--- src/logic/sarcv_pkg.sv ---
// Purpose: Constants for the 10-bit successive-approximation convert/read control
// Assumes: 20 MHz clock; convert and byte enables arrive from outside the clock
// Notes: Comparator result is a digital input modelling the analog decision
//
// Summary of operation
// Host holds convert high for at least 500 ns per start.
// Convert rising edge resets sequencing, clears result, raises done_n.
// Bit testing begins only when convert falls.
// Done_n falls at completion, 10 to 30 us after start.
// Done_n rises within 1.5 us of convert leading edge.
// Host keeps byte enables high during conversion.
// Enable asserted mid-conversion shows partial approximation result.
// Outputs float unless own byte enable low; enables independent.
// Mode select 1 unipolar straight binary, 0 bipolar offset binary.
// Bipolar: minus full scale 0x000, zero 0x200, top 0x3FF.
// Unipolar straight binary, full scale transition at top codes.
// Bits tested MSB first; cleared when weighted sum exceeds input.
// Upper enable gates 8 high bits, lower enable gates 2 low bits.
// Ten paced decision steps; done one step after last decision. The code drops done_n on the tenth (last) decision step itself.
// New convert pulse abandons conversion and restarts reset behaviour.
`default_nettype none
package sarcv_pkg;
    localparam int unsigned CLK_HZ = 20_000_000;
    localparam int unsigned RES_BITS = 10;
    localparam int unsigned HIGH_BITS = 8;
    localparam int unsigned LOW_BITS = 2;
    // Conversion timing, typical 20 us total over 11 steps
    localparam int unsigned CONV_TIME_NS = 20_000;
    localparam int unsigned CONV_MIN_NS = 10_000;
    localparam int unsigned CONV_MAX_NS = 30_000;
    localparam int unsigned DONE_RISE_MAX_NS = 1_500;
    localparam int unsigned CONV_PULSE_MIN_NS = 500;
    localparam int unsigned STEP_NS = CONV_TIME_NS / (RES_BITS + 1);
    localparam int unsigned STEP_CYCLES = (STEP_NS * (CLK_HZ / 1_000_000))
                                          / 1_000;
    localparam logic [9:0] RESULT_RESET = 10'h000;
    localparam logic [9:0] BIPOLAR_ZERO = 10'h200;
    localparam logic [9:0] MSB_TRIAL = 10'h200;
    typedef enum logic [1:0] {SARCV_IDLE, SARCV_ARMED, SARCV_RUN, SARCV_DONE}
        sarcv_state_e;
endpackage : sarcv_pkg
`default_nettype wire

--- src/logic/sarcv_data_if.sv ---
// Purpose: Carries result and byte enables to the output driver stage
// Assumes: Single clock domain
// Notes: None
`timescale 1ns/1ns
`default_nettype none
interface sarcv_data_if;
    logic [9:0] result;
    logic upper_en;
    logic lower_en;
    modport ctrl (output result, output upper_en, output lower_en);
    modport drv (input result, input upper_en, input lower_en);
endinterface : sarcv_data_if
`default_nettype wire

--- src/logic/sarcv_ctrl.sv ---
// Purpose: Convert sequencing and approximation register for a 10-bit converter
// Assumes: comp_above is the comparator verdict for the current trial code
// Notes: Result is left justified over the two byte groups
`timescale 1ns/1ns
`default_nettype none
module sarcv_ctrl #(
    parameter int unsigned STEP_CYCLES = sarcv_pkg::STEP_CYCLES
) (
    input wire logic clock, // 20 MHz system clock
    input wire logic srst, // Synchronous reset
    input wire logic convert, // Start pulse from host, async
    input wire logic upper_byte_oe_n, // Upper group enable, async
    input wire logic lower_byte_oe_n, // Lower group enable, async
    input wire logic unipolar_sel, // 1 unipolar, 0 bipolar
    input wire logic comp_above, // Trial sum exceeds input
    output logic [9:0] trial_code, // Code offered to the comparator DAC
    output logic conv_done_n, // Conversion complete, active low
    output logic [7:0] upper_data, // Upper group data
    output logic upper_data_oe, // Upper group drive enable
    output logic [1:0] lower_data, // Lower group data
    output logic lower_data_oe // Lower group drive enable
);
    // ------------------------------------------------------------
    // Input synchronisers
    // ------------------------------------------------------------
    logic [1:0] conv_sync;
    logic [1:0] upper_sync;
    logic [1:0] lower_sync;
    logic conv_prev;
    always_ff @(posedge clock) begin
        if (srst) begin
            conv_sync <= 2'h0;
            upper_sync <= 2'h3;
            lower_sync <= 2'h3;
            conv_prev <= 1'b0;
        end else begin
            conv_sync <= {conv_sync[0], convert};
            upper_sync <= {upper_sync[0], upper_byte_oe_n};
            lower_sync <= {lower_sync[0], lower_byte_oe_n};
            conv_prev <= conv_sync[1];
        end
    end
    logic conv_rise;
    logic conv_fall;
    assign conv_rise = conv_sync[1] & ~conv_prev;
    assign conv_fall = ~conv_sync[1] & conv_prev;

    // ------------------------------------------------------------
    // Sequencer
    // ------------------------------------------------------------
    sarcv_pkg::sarcv_state_e state;
    logic [15:0] step_cnt;
    logic [3:0] bit_idx;
    logic [9:0] approx_bit_register;
    logic step_tick;
    assign step_tick = (step_cnt == 16'(STEP_CYCLES - 1));

    always_ff @(posedge clock) begin
        if (srst) begin
            state <= sarcv_pkg::SARCV_IDLE;
        end else if (conv_rise) begin
            state <= sarcv_pkg::SARCV_ARMED; // see R2
        end else begin
            unique case (state)
                sarcv_pkg::SARCV_IDLE: state <= sarcv_pkg::SARCV_IDLE;
                sarcv_pkg::SARCV_ARMED: begin
                    if (conv_fall) begin
                        state <= sarcv_pkg::SARCV_RUN;
                    end
                end
                sarcv_pkg::SARCV_RUN: begin
                    if (step_tick && bit_idx == 4'h0) begin
                        state <= sarcv_pkg::SARCV_DONE;
                    end
                end
                sarcv_pkg::SARCV_DONE: state <= sarcv_pkg::SARCV_DONE;
            endcase
        end
    end

    // Step pacing stands in for the internal oscillator
    always_ff @(posedge clock) begin
        if (srst || state != sarcv_pkg::SARCV_RUN || step_tick) begin
            step_cnt <= 16'h0000;
        end else begin
            step_cnt <= step_cnt + 16'h0001;
        end
    end

    // ------------------------------------------------------------
    // Approximation register, MSB first
    // ------------------------------------------------------------
    always_ff @(posedge clock) begin
        if (srst) begin
            approx_bit_register <= sarcv_pkg::RESULT_RESET;
            bit_idx <= 4'h9;
        end else if (conv_rise) begin
            approx_bit_register <= sarcv_pkg::RESULT_RESET; // see R2
            bit_idx <= 4'h9;
        end else if (state == sarcv_pkg::SARCV_ARMED && conv_fall) begin
            approx_bit_register <= sarcv_pkg::MSB_TRIAL;
        end else if (state == sarcv_pkg::SARCV_RUN && step_tick) begin
            // Keep trial bit unless sum exceeds input, then try next
            if (comp_above) begin
                approx_bit_register[bit_idx] <= 1'b0;
            end
            if (bit_idx != 4'h0) begin
                approx_bit_register[bit_idx - 4'h1] <= 1'b1;
                bit_idx <= bit_idx - 4'h1;
            end
        end
    end
    // Bipolar offset is analog; digital code is offset binary as is
    assign trial_code = approx_bit_register; // see R9 see R10

    // ------------------------------------------------------------
    // Done flag, open-collector style level
    // ------------------------------------------------------------
    always_ff @(posedge clock) begin
        if (srst) begin
            conv_done_n <= 1'b1;
        end else if (conv_rise) begin
            conv_done_n <= 1'b1; // see R2
        end else if (state == sarcv_pkg::SARCV_RUN && step_tick
                     && bit_idx == 4'h0) begin
            conv_done_n <= 1'b0;
        end
    end

    // ------------------------------------------------------------
    // Output groups
    // ------------------------------------------------------------
    sarcv_data_if dbus ();
    // Partial result is visible mid-conversion by design
    assign dbus.result = approx_bit_register;
    assign dbus.upper_en = ~upper_sync[1];
    assign dbus.lower_en = ~lower_sync[1];

    sarcv_out_drv u_drv (
        .clock(clock),
        .srst(srst),
        .bus(dbus),
        .upper_data(upper_data),
        .upper_data_oe(upper_data_oe),
        .lower_data(lower_data),
        .lower_data_oe(lower_data_oe)
    );
endmodule : sarcv_ctrl
`default_nettype wire

--- src/logic/sarcv_out_drv.sv ---
// Purpose: Registered three-state output groups for the result
// Assumes: Enables already synchronised
// Notes: Data and enables registered, one cycle behind the enable input
`timescale 1ns/1ns
`default_nettype none
module sarcv_out_drv (
    input wire logic clock, // System clock
    input wire logic srst, // Synchronous reset
    sarcv_data_if.drv bus, // Result and enables
    output logic [7:0] upper_data, // Upper 8 result bits
    output logic upper_data_oe, // Upper group drive enable
    output logic [1:0] lower_data, // Lower 2 result bits
    output logic lower_data_oe // Lower group drive enable
);
    always_ff @(posedge clock) begin
        if (srst) begin
            upper_data_oe <= 1'b0;
            lower_data_oe <= 1'b0;
        end else begin
            upper_data_oe <= bus.upper_en; // see R8
            lower_data_oe <= bus.lower_en; // see R8
        end
    end

    always_ff @(posedge clock) begin
        if (srst) begin
            upper_data <= 8'h00;
            lower_data <= 2'h0;
        end else begin
            upper_data <= bus.result[9:2]; // see R7
            lower_data <= bus.result[1:0]; // see R7
        end
    end
endmodule : sarcv_out_drv
`default_nettype wire

--- config.mk ---
export PLATFORM = sky130hd
export DESIGN_NAME = sarcv_ctrl
export DESIGN_NICKNAME = d
export VERILOG_FILES = /design/src/logic/sarcv_pkg.sv /design/src/logic/sarcv_data_if.sv /design/src/logic/sarcv_ctrl.sv /design/src/logic/sarcv_out_drv.sv
export SDC_FILE = /design/constraint.sdc
export NUM_CORES = 1
export LEC_CHECK = 0
export BUFFER_PORTS_ARGS = -buffer_cell sky130_fd_sc_hd__buf_2
export CAP_MARGIN = 25
export CORE_UTILIZATION = 60
export CTS_CLUSTER_SIZE = 40
export DETAILED_ROUTE_END_ITERATION = 10
export PLACE_DENSITY = 0.88
export SYNTH_ARGS = -nofsm -noshare
export SYNTH_HDL_FRONTEND = slang
export SYNTH_SLANG_ARGS = --single-unit
--- constraint.sdc ---
create_clock -name clock -period 2.75 [get_ports clock]
set_clock_uncertainty 0.15 [all_clocks]
set_input_delay 0.4125 -clock clock [delete_from_list [all_inputs] [get_ports clock]]
set_output_delay 0.4125 -clock clock [all_outputs]
set_load 0.005 [all_outputs]
=== After elaboration in Yosys (flattened, before gate mapping) ===
Cells that the tools add are included.

* Logic and storage cells: 73
* Output and inout port bits: 23
* Flip-flop bits (word level): 52
* Input port bits: 7

* Eq/ne operators: 9
* Magnitude comparators: 4
* Add/subtract/negate cells: 2
* Bitwise operators: 10
* Multiplexer cells: 16
* Reductions and logical operators: 17

{| class="wikitable"
|+ Operators with widths
! kind !! count
|-
| $mux W10 || 8
|-
| $add A16 B1 Y16 const B || 1
|-
| $eq A16 B6 Y1 const B || 1
|-
| $and A10 B10 Y10 || 1
|-
| $lt A4 B5 Y1 const B || 2
|-
| $not A10 Y10 || 1
|-
| $or A10 B10 Y10 || 1
|-
| $demux W1 S4 || 2
|-
| $ge A4 B1 Y1 const B || 2
|-
| $pmux W2 S4 || 1
|-
| $logic_and A1 B1 Y1 || 6
|-
| $ne A2 B2 Y1 const B || 3
|-
| $ne A3 B3 Y1 const B || 2
|-
| $not A1 Y1 || 5
|-
| $eq A2 B2 Y1 const B || 2
|-
| $logic_not A4 Y1 || 1
|-
| $mux W2 || 2
|-
| $reduce_and A2 Y1 || 2
|-
| $reduce_bool A4 Y1 || 1
|-
| $sub A4 B1 Y4 const B || 1
|-
| $mux W1 || 3
|-
| $reduce_and A3 Y1 || 1
|-
| $reduce_or A3 Y1 || 1
|-
| $and A1 B1 Y1 || 2
|-
| 5 further kinds || 6
|}

=== Logic depth before layout (Yosys ltp) ===
* Word-level depth: 15
* Mapped depth: 8
* Depth with buffers taken out: 7

=== Modules after synthesis ===
Synthesis repeated with hierarchy kept, for this count alone.

* Cell total of the unflattened synthesis: 248
* Area total of the unflattened synthesis: 2283.4 um2

{| class="wikitable"
|+ By module, submodules not included
! module !! sequential area each (um2) !! cells each !! area each (um2) !! times used
|-
| sarcv_ctrl || 800.8 || 223 || 1916.8 || 1
|-
| sarcv_out_drv || 240.2 || 25 || 366.6 || 1
|}

=== Worst setup path after synthesis ===
No wires, ideal clock.

* Kind: reg-to-reg
* Start point: reg step_cnt[0]
* End point: reg approx_bit_register[0] (netlist: trial_code[0])
* Arrival: 1.623 ns
* Path slack: 0.889 ns
* Setup time: 0.088 ns
* Period minus slack after synthesis: 1.861 ns
* Data required time: 2.512 ns
* Cell stages (with the launch flop): 7
* Path buffers: 0
* Cell sequence: dfxtp_1 > ha_1 > and4bb_2 > nand4_4 > nor4_4 > a21oi_2 > a311oi_2

* Cells in the longest elaborated chain, start to end: 2

{| class="wikitable"
|+ RTL lines
! item !! line !! source
|-
| start, declared || sarcv_ctrl.sv:52 || <nowiki>logic [15:0] step_cnt;</nowiki>
|-
| start signal, assigned || sarcv_ctrl.sv:86 || <nowiki>step_cnt <= step_cnt + 16'h0001;</nowiki>
|-
| $eq A16 B6 Y1 || sarcv_ctrl.sv:56 || <nowiki>assign step_tick = (step_cnt == 16'(STEP_CYCLES - 1));</nowiki>
|-
| $logic_and A1 B1 Y1 || sarcv_ctrl.sv:102 || <nowiki>end else if (state == sarcv_pkg::SARCV_RUN && step_tick) begin</nowiki>
|-
| end signal, assigned || sarcv_ctrl.sv:95 || <nowiki>approx_bit_register <= sarcv_pkg::RESULT_RESET;</nowiki>
|-
| end signal, assigned || sarcv_ctrl.sv:98 || <nowiki>approx_bit_register <= sarcv_pkg::RESULT_RESET;</nowiki>
|-
| end signal, assigned || sarcv_ctrl.sv:101 || <nowiki>approx_bit_register <= sarcv_pkg::MSB_TRIAL;</nowiki>
|-
| end, declared || sarcv_ctrl.sv:54 || <nowiki>logic [9:0] approx_bit_register;</nowiki>
|}

No other way between the ends.
A chain may end at the register's enable or synchronous reset.

=== Worst setup path after layout ===
* Start point: reg step_cnt[0]
* End point: reg approx_bit_register[7] (netlist: trial_code[7])

Same word-level chain as after synthesis.

==> results.cfg <==
[detailed_routing]
wl_met1_um = 1670
ant_nets = 0
drc = 0
top_layer_used = met4
wirelength_um = 3819
vias = 1645
drt-vias-per-instance = 5.520
wl_met2_um = 1802
dr_wl_met3_um = 205
avgRoutedWirePerCell_um = 12.82
drt_iter0_markers = 55
dr.pass1.iters = 4

[layout]
mostFrequentLayoutCells = dfxtp_1, nor2_1, buf_2, nand2_1
fin_nets = 268
multi_input_area_um2 = 1060
final_util = 0.7015
fillers = 275
drive_above_1_share = 0.2103
area_growth_pct = 9.241
final_area_um2 = 2396
seqCellArea_um2 = 1041
final_common_cell = dfxtp_1
antenna_cells = 0

[timing]
tightest_slew_ns = 0.6828
slew_viol_final = 0
period_share = 0.7758
relSlewSlack = 0.5413
fin_tns_setup_ns = 0
rsz0062_at_grt = no
setup-violations-final = 0
max_freq_ghz = 0.4687
period_minus_slack_ns = 2.133
final_hold_viol_count = 0

[critical_path]
critPathKind = register to register
worstPathRequired_ns = 2.90
endpoint_kind = register
cp_max_fo = 6
crit_path_start_kind = register
crit_arrival_ns = 2.28

[clock_tree]
ctsHoldBuffers = 0
clock_latency_ns = 0.36
cts.sinks = 52
cts_setup_buffers = 0
root_buffer = clkbuf_4
cts_tree = built
path_clk_slew_ns = 0.13
h-tree-depth = 2
ctsResizeCount = 0
numCtsBuffers = 5
max-clock-path-buffers = 2

[global_route]
track_usage = 0.2115
grt_max_degree = 24
grt_first_pass_wirelength_um = 6465
antenna_found_initial = 0
grt_pass1_vias = 1480
grt_overflow = 0

[floorplanning]
num_rows = 21
dieArea_um2 = 3901
start_util = 0.6421
io_pins = 30
die_w_um = 62.46
core_area_um2 = 3416
die_y_um = 62.46

[power]
p_leak_uw = 0.0009836
seqPwrFrac = 0.642
p_sw_frac = 0.1973
finalPower_uw = 1186
powerDensity_nw_per_um2 = 494.8
peakVddDrop_uv = 305.0
p_switching_uw = 233.9
comb_power_share = 0.023
p_int_uw = 951.7
p_clk_frac = 0.335

[synth]
synth_seq_cells = 52
ys_warn_count = 0
synth_area_um2 = 2193
yosysTopAreaCell = dfxtp_1
synth_top_area_frac = 0.4746
synth_edf_count = 0
synth.net_count = 241
synthArstFlopShare = 0
ys_types = 44
syn_inst = 226
ys.flop_type = dfxtp_1
avgSynthCellArea_um2 = 9.705
ys_seq_area_frac = 0.4746
synth_area_leaders = dfxtp_1, nor2_1, ha_1, xor2_1, nor2b_1

[placement]
io_buffers = 28
dpl_cell_area_um2 = 2328
place.gp.congestion = 0.8409
place_hpwl_um = 2755

[worst_hold_path]
hold_class = primary input to register

[run]
drv_cap = 0

[status]
status = completed
cell usage after synthesis, drive strengths merged (3+ instances only):
cell,n
clkbuf,5
nor2,28
xor2,10
o21ai,5
ha,8
or2,5
nor3,8
xnor2,6
a21o,4
buf,3
a31oi,3
inv,8
nor4,4
nand2,19
a21oi,6
dfxtp,52
nor2b,13
nand3,13
nand4,6
sequential cells by signal (all words and copies together), names as in the netlist:
signal               flops
step_cnt                16
trial_code              10
u_drv.upper_data         8
bit_idx                  4
conv_sync                2
lower_sync               2
state                    2
u_drv.lower_data         2
upper_sync               2
conv_done_n              1
conv_prev                1
u_drv.lower_data_oe      1
u_drv.upper_data_oe      1
worst paths after layout:
kind	cells after the start	slack, ns	startpoint	end
max reg2reg	6	0.62	step_cnt[0]	trial_code[7]
max	6	0.62	step_cnt[0]	trial_code[7]
min reg2reg	1	0.24	lower_sync[1]	u_drv.lower_data_oe
min	2	0.07	upper_byte_oe_n	upper_sync[0]
per-stage QoR:
| stage | std cells | worst slack (ns) | hold WS [ns] |
|---|---|---|---|
| 6_report | 298 | 0.6166 | 0.07028 |
| 5_1_grt | 298 | 0.3846 | 0.03073 |
| 4_1_cts | 298 | 0.6330 | 0.05275 |
| 3_5_place_dp | 292 | 0.6617 | 0.2220 |
| 3_3_place_gp | 292 | 0.6942 | 0.2136 |
| 2_1_floorplan | 226 | 0.8885 | 0.2127 |
critical path, stage by stage (launching register included):
cell,delay (ns)
dfxtp_1,0.40
ha_1,0.25
and4bb_2,0.30
nand4_4,0.19
nor2_1,0.40
nand3_1,0.21
o21ai_0,0.17
layout make-up:
class                   count  area share
clock buffers               5     0.01567
clock inverters             1     0.01253
inverters                   8     0.01253
multi-input cells         158      0.4423
flip-flops and latches     52      0.4345
well taps                  46     0.02402
repair buffers             28     0.05849
logic make-up after synthesis:
kind of cell	after synthesis	synth area share
AO/OA/AOI/OAI	26	0.08101
AND/OR/NAND/NOR	107	0.2881
flip-flops	52	0.4746
multiplexers	1	0.004564
buffers and inverters	16	0.04221
adder cells (fa/ha/maj)	8	0.04564
XOR/XNOR	16	0.06389
routing by layer:
layer	GRT usage	up-vias
met2	0.3478	50
li1	-	824
met4	0.1366	0
met3	0.06752	17
met5	0	-
met1	0.2341	754
power groups by stage:
stage                     logic [uW]  registers (uW)  clock network (uW)
after floorplan                 19.9             778                   0
after global placement          26.9             778                   0
after detailed placement        27.8             778                   0
after CTS                       27.9             762                 410
after global routing            30.9             763                 443
final                           27.5             761                 397
(Power assumes the default switching activity.)
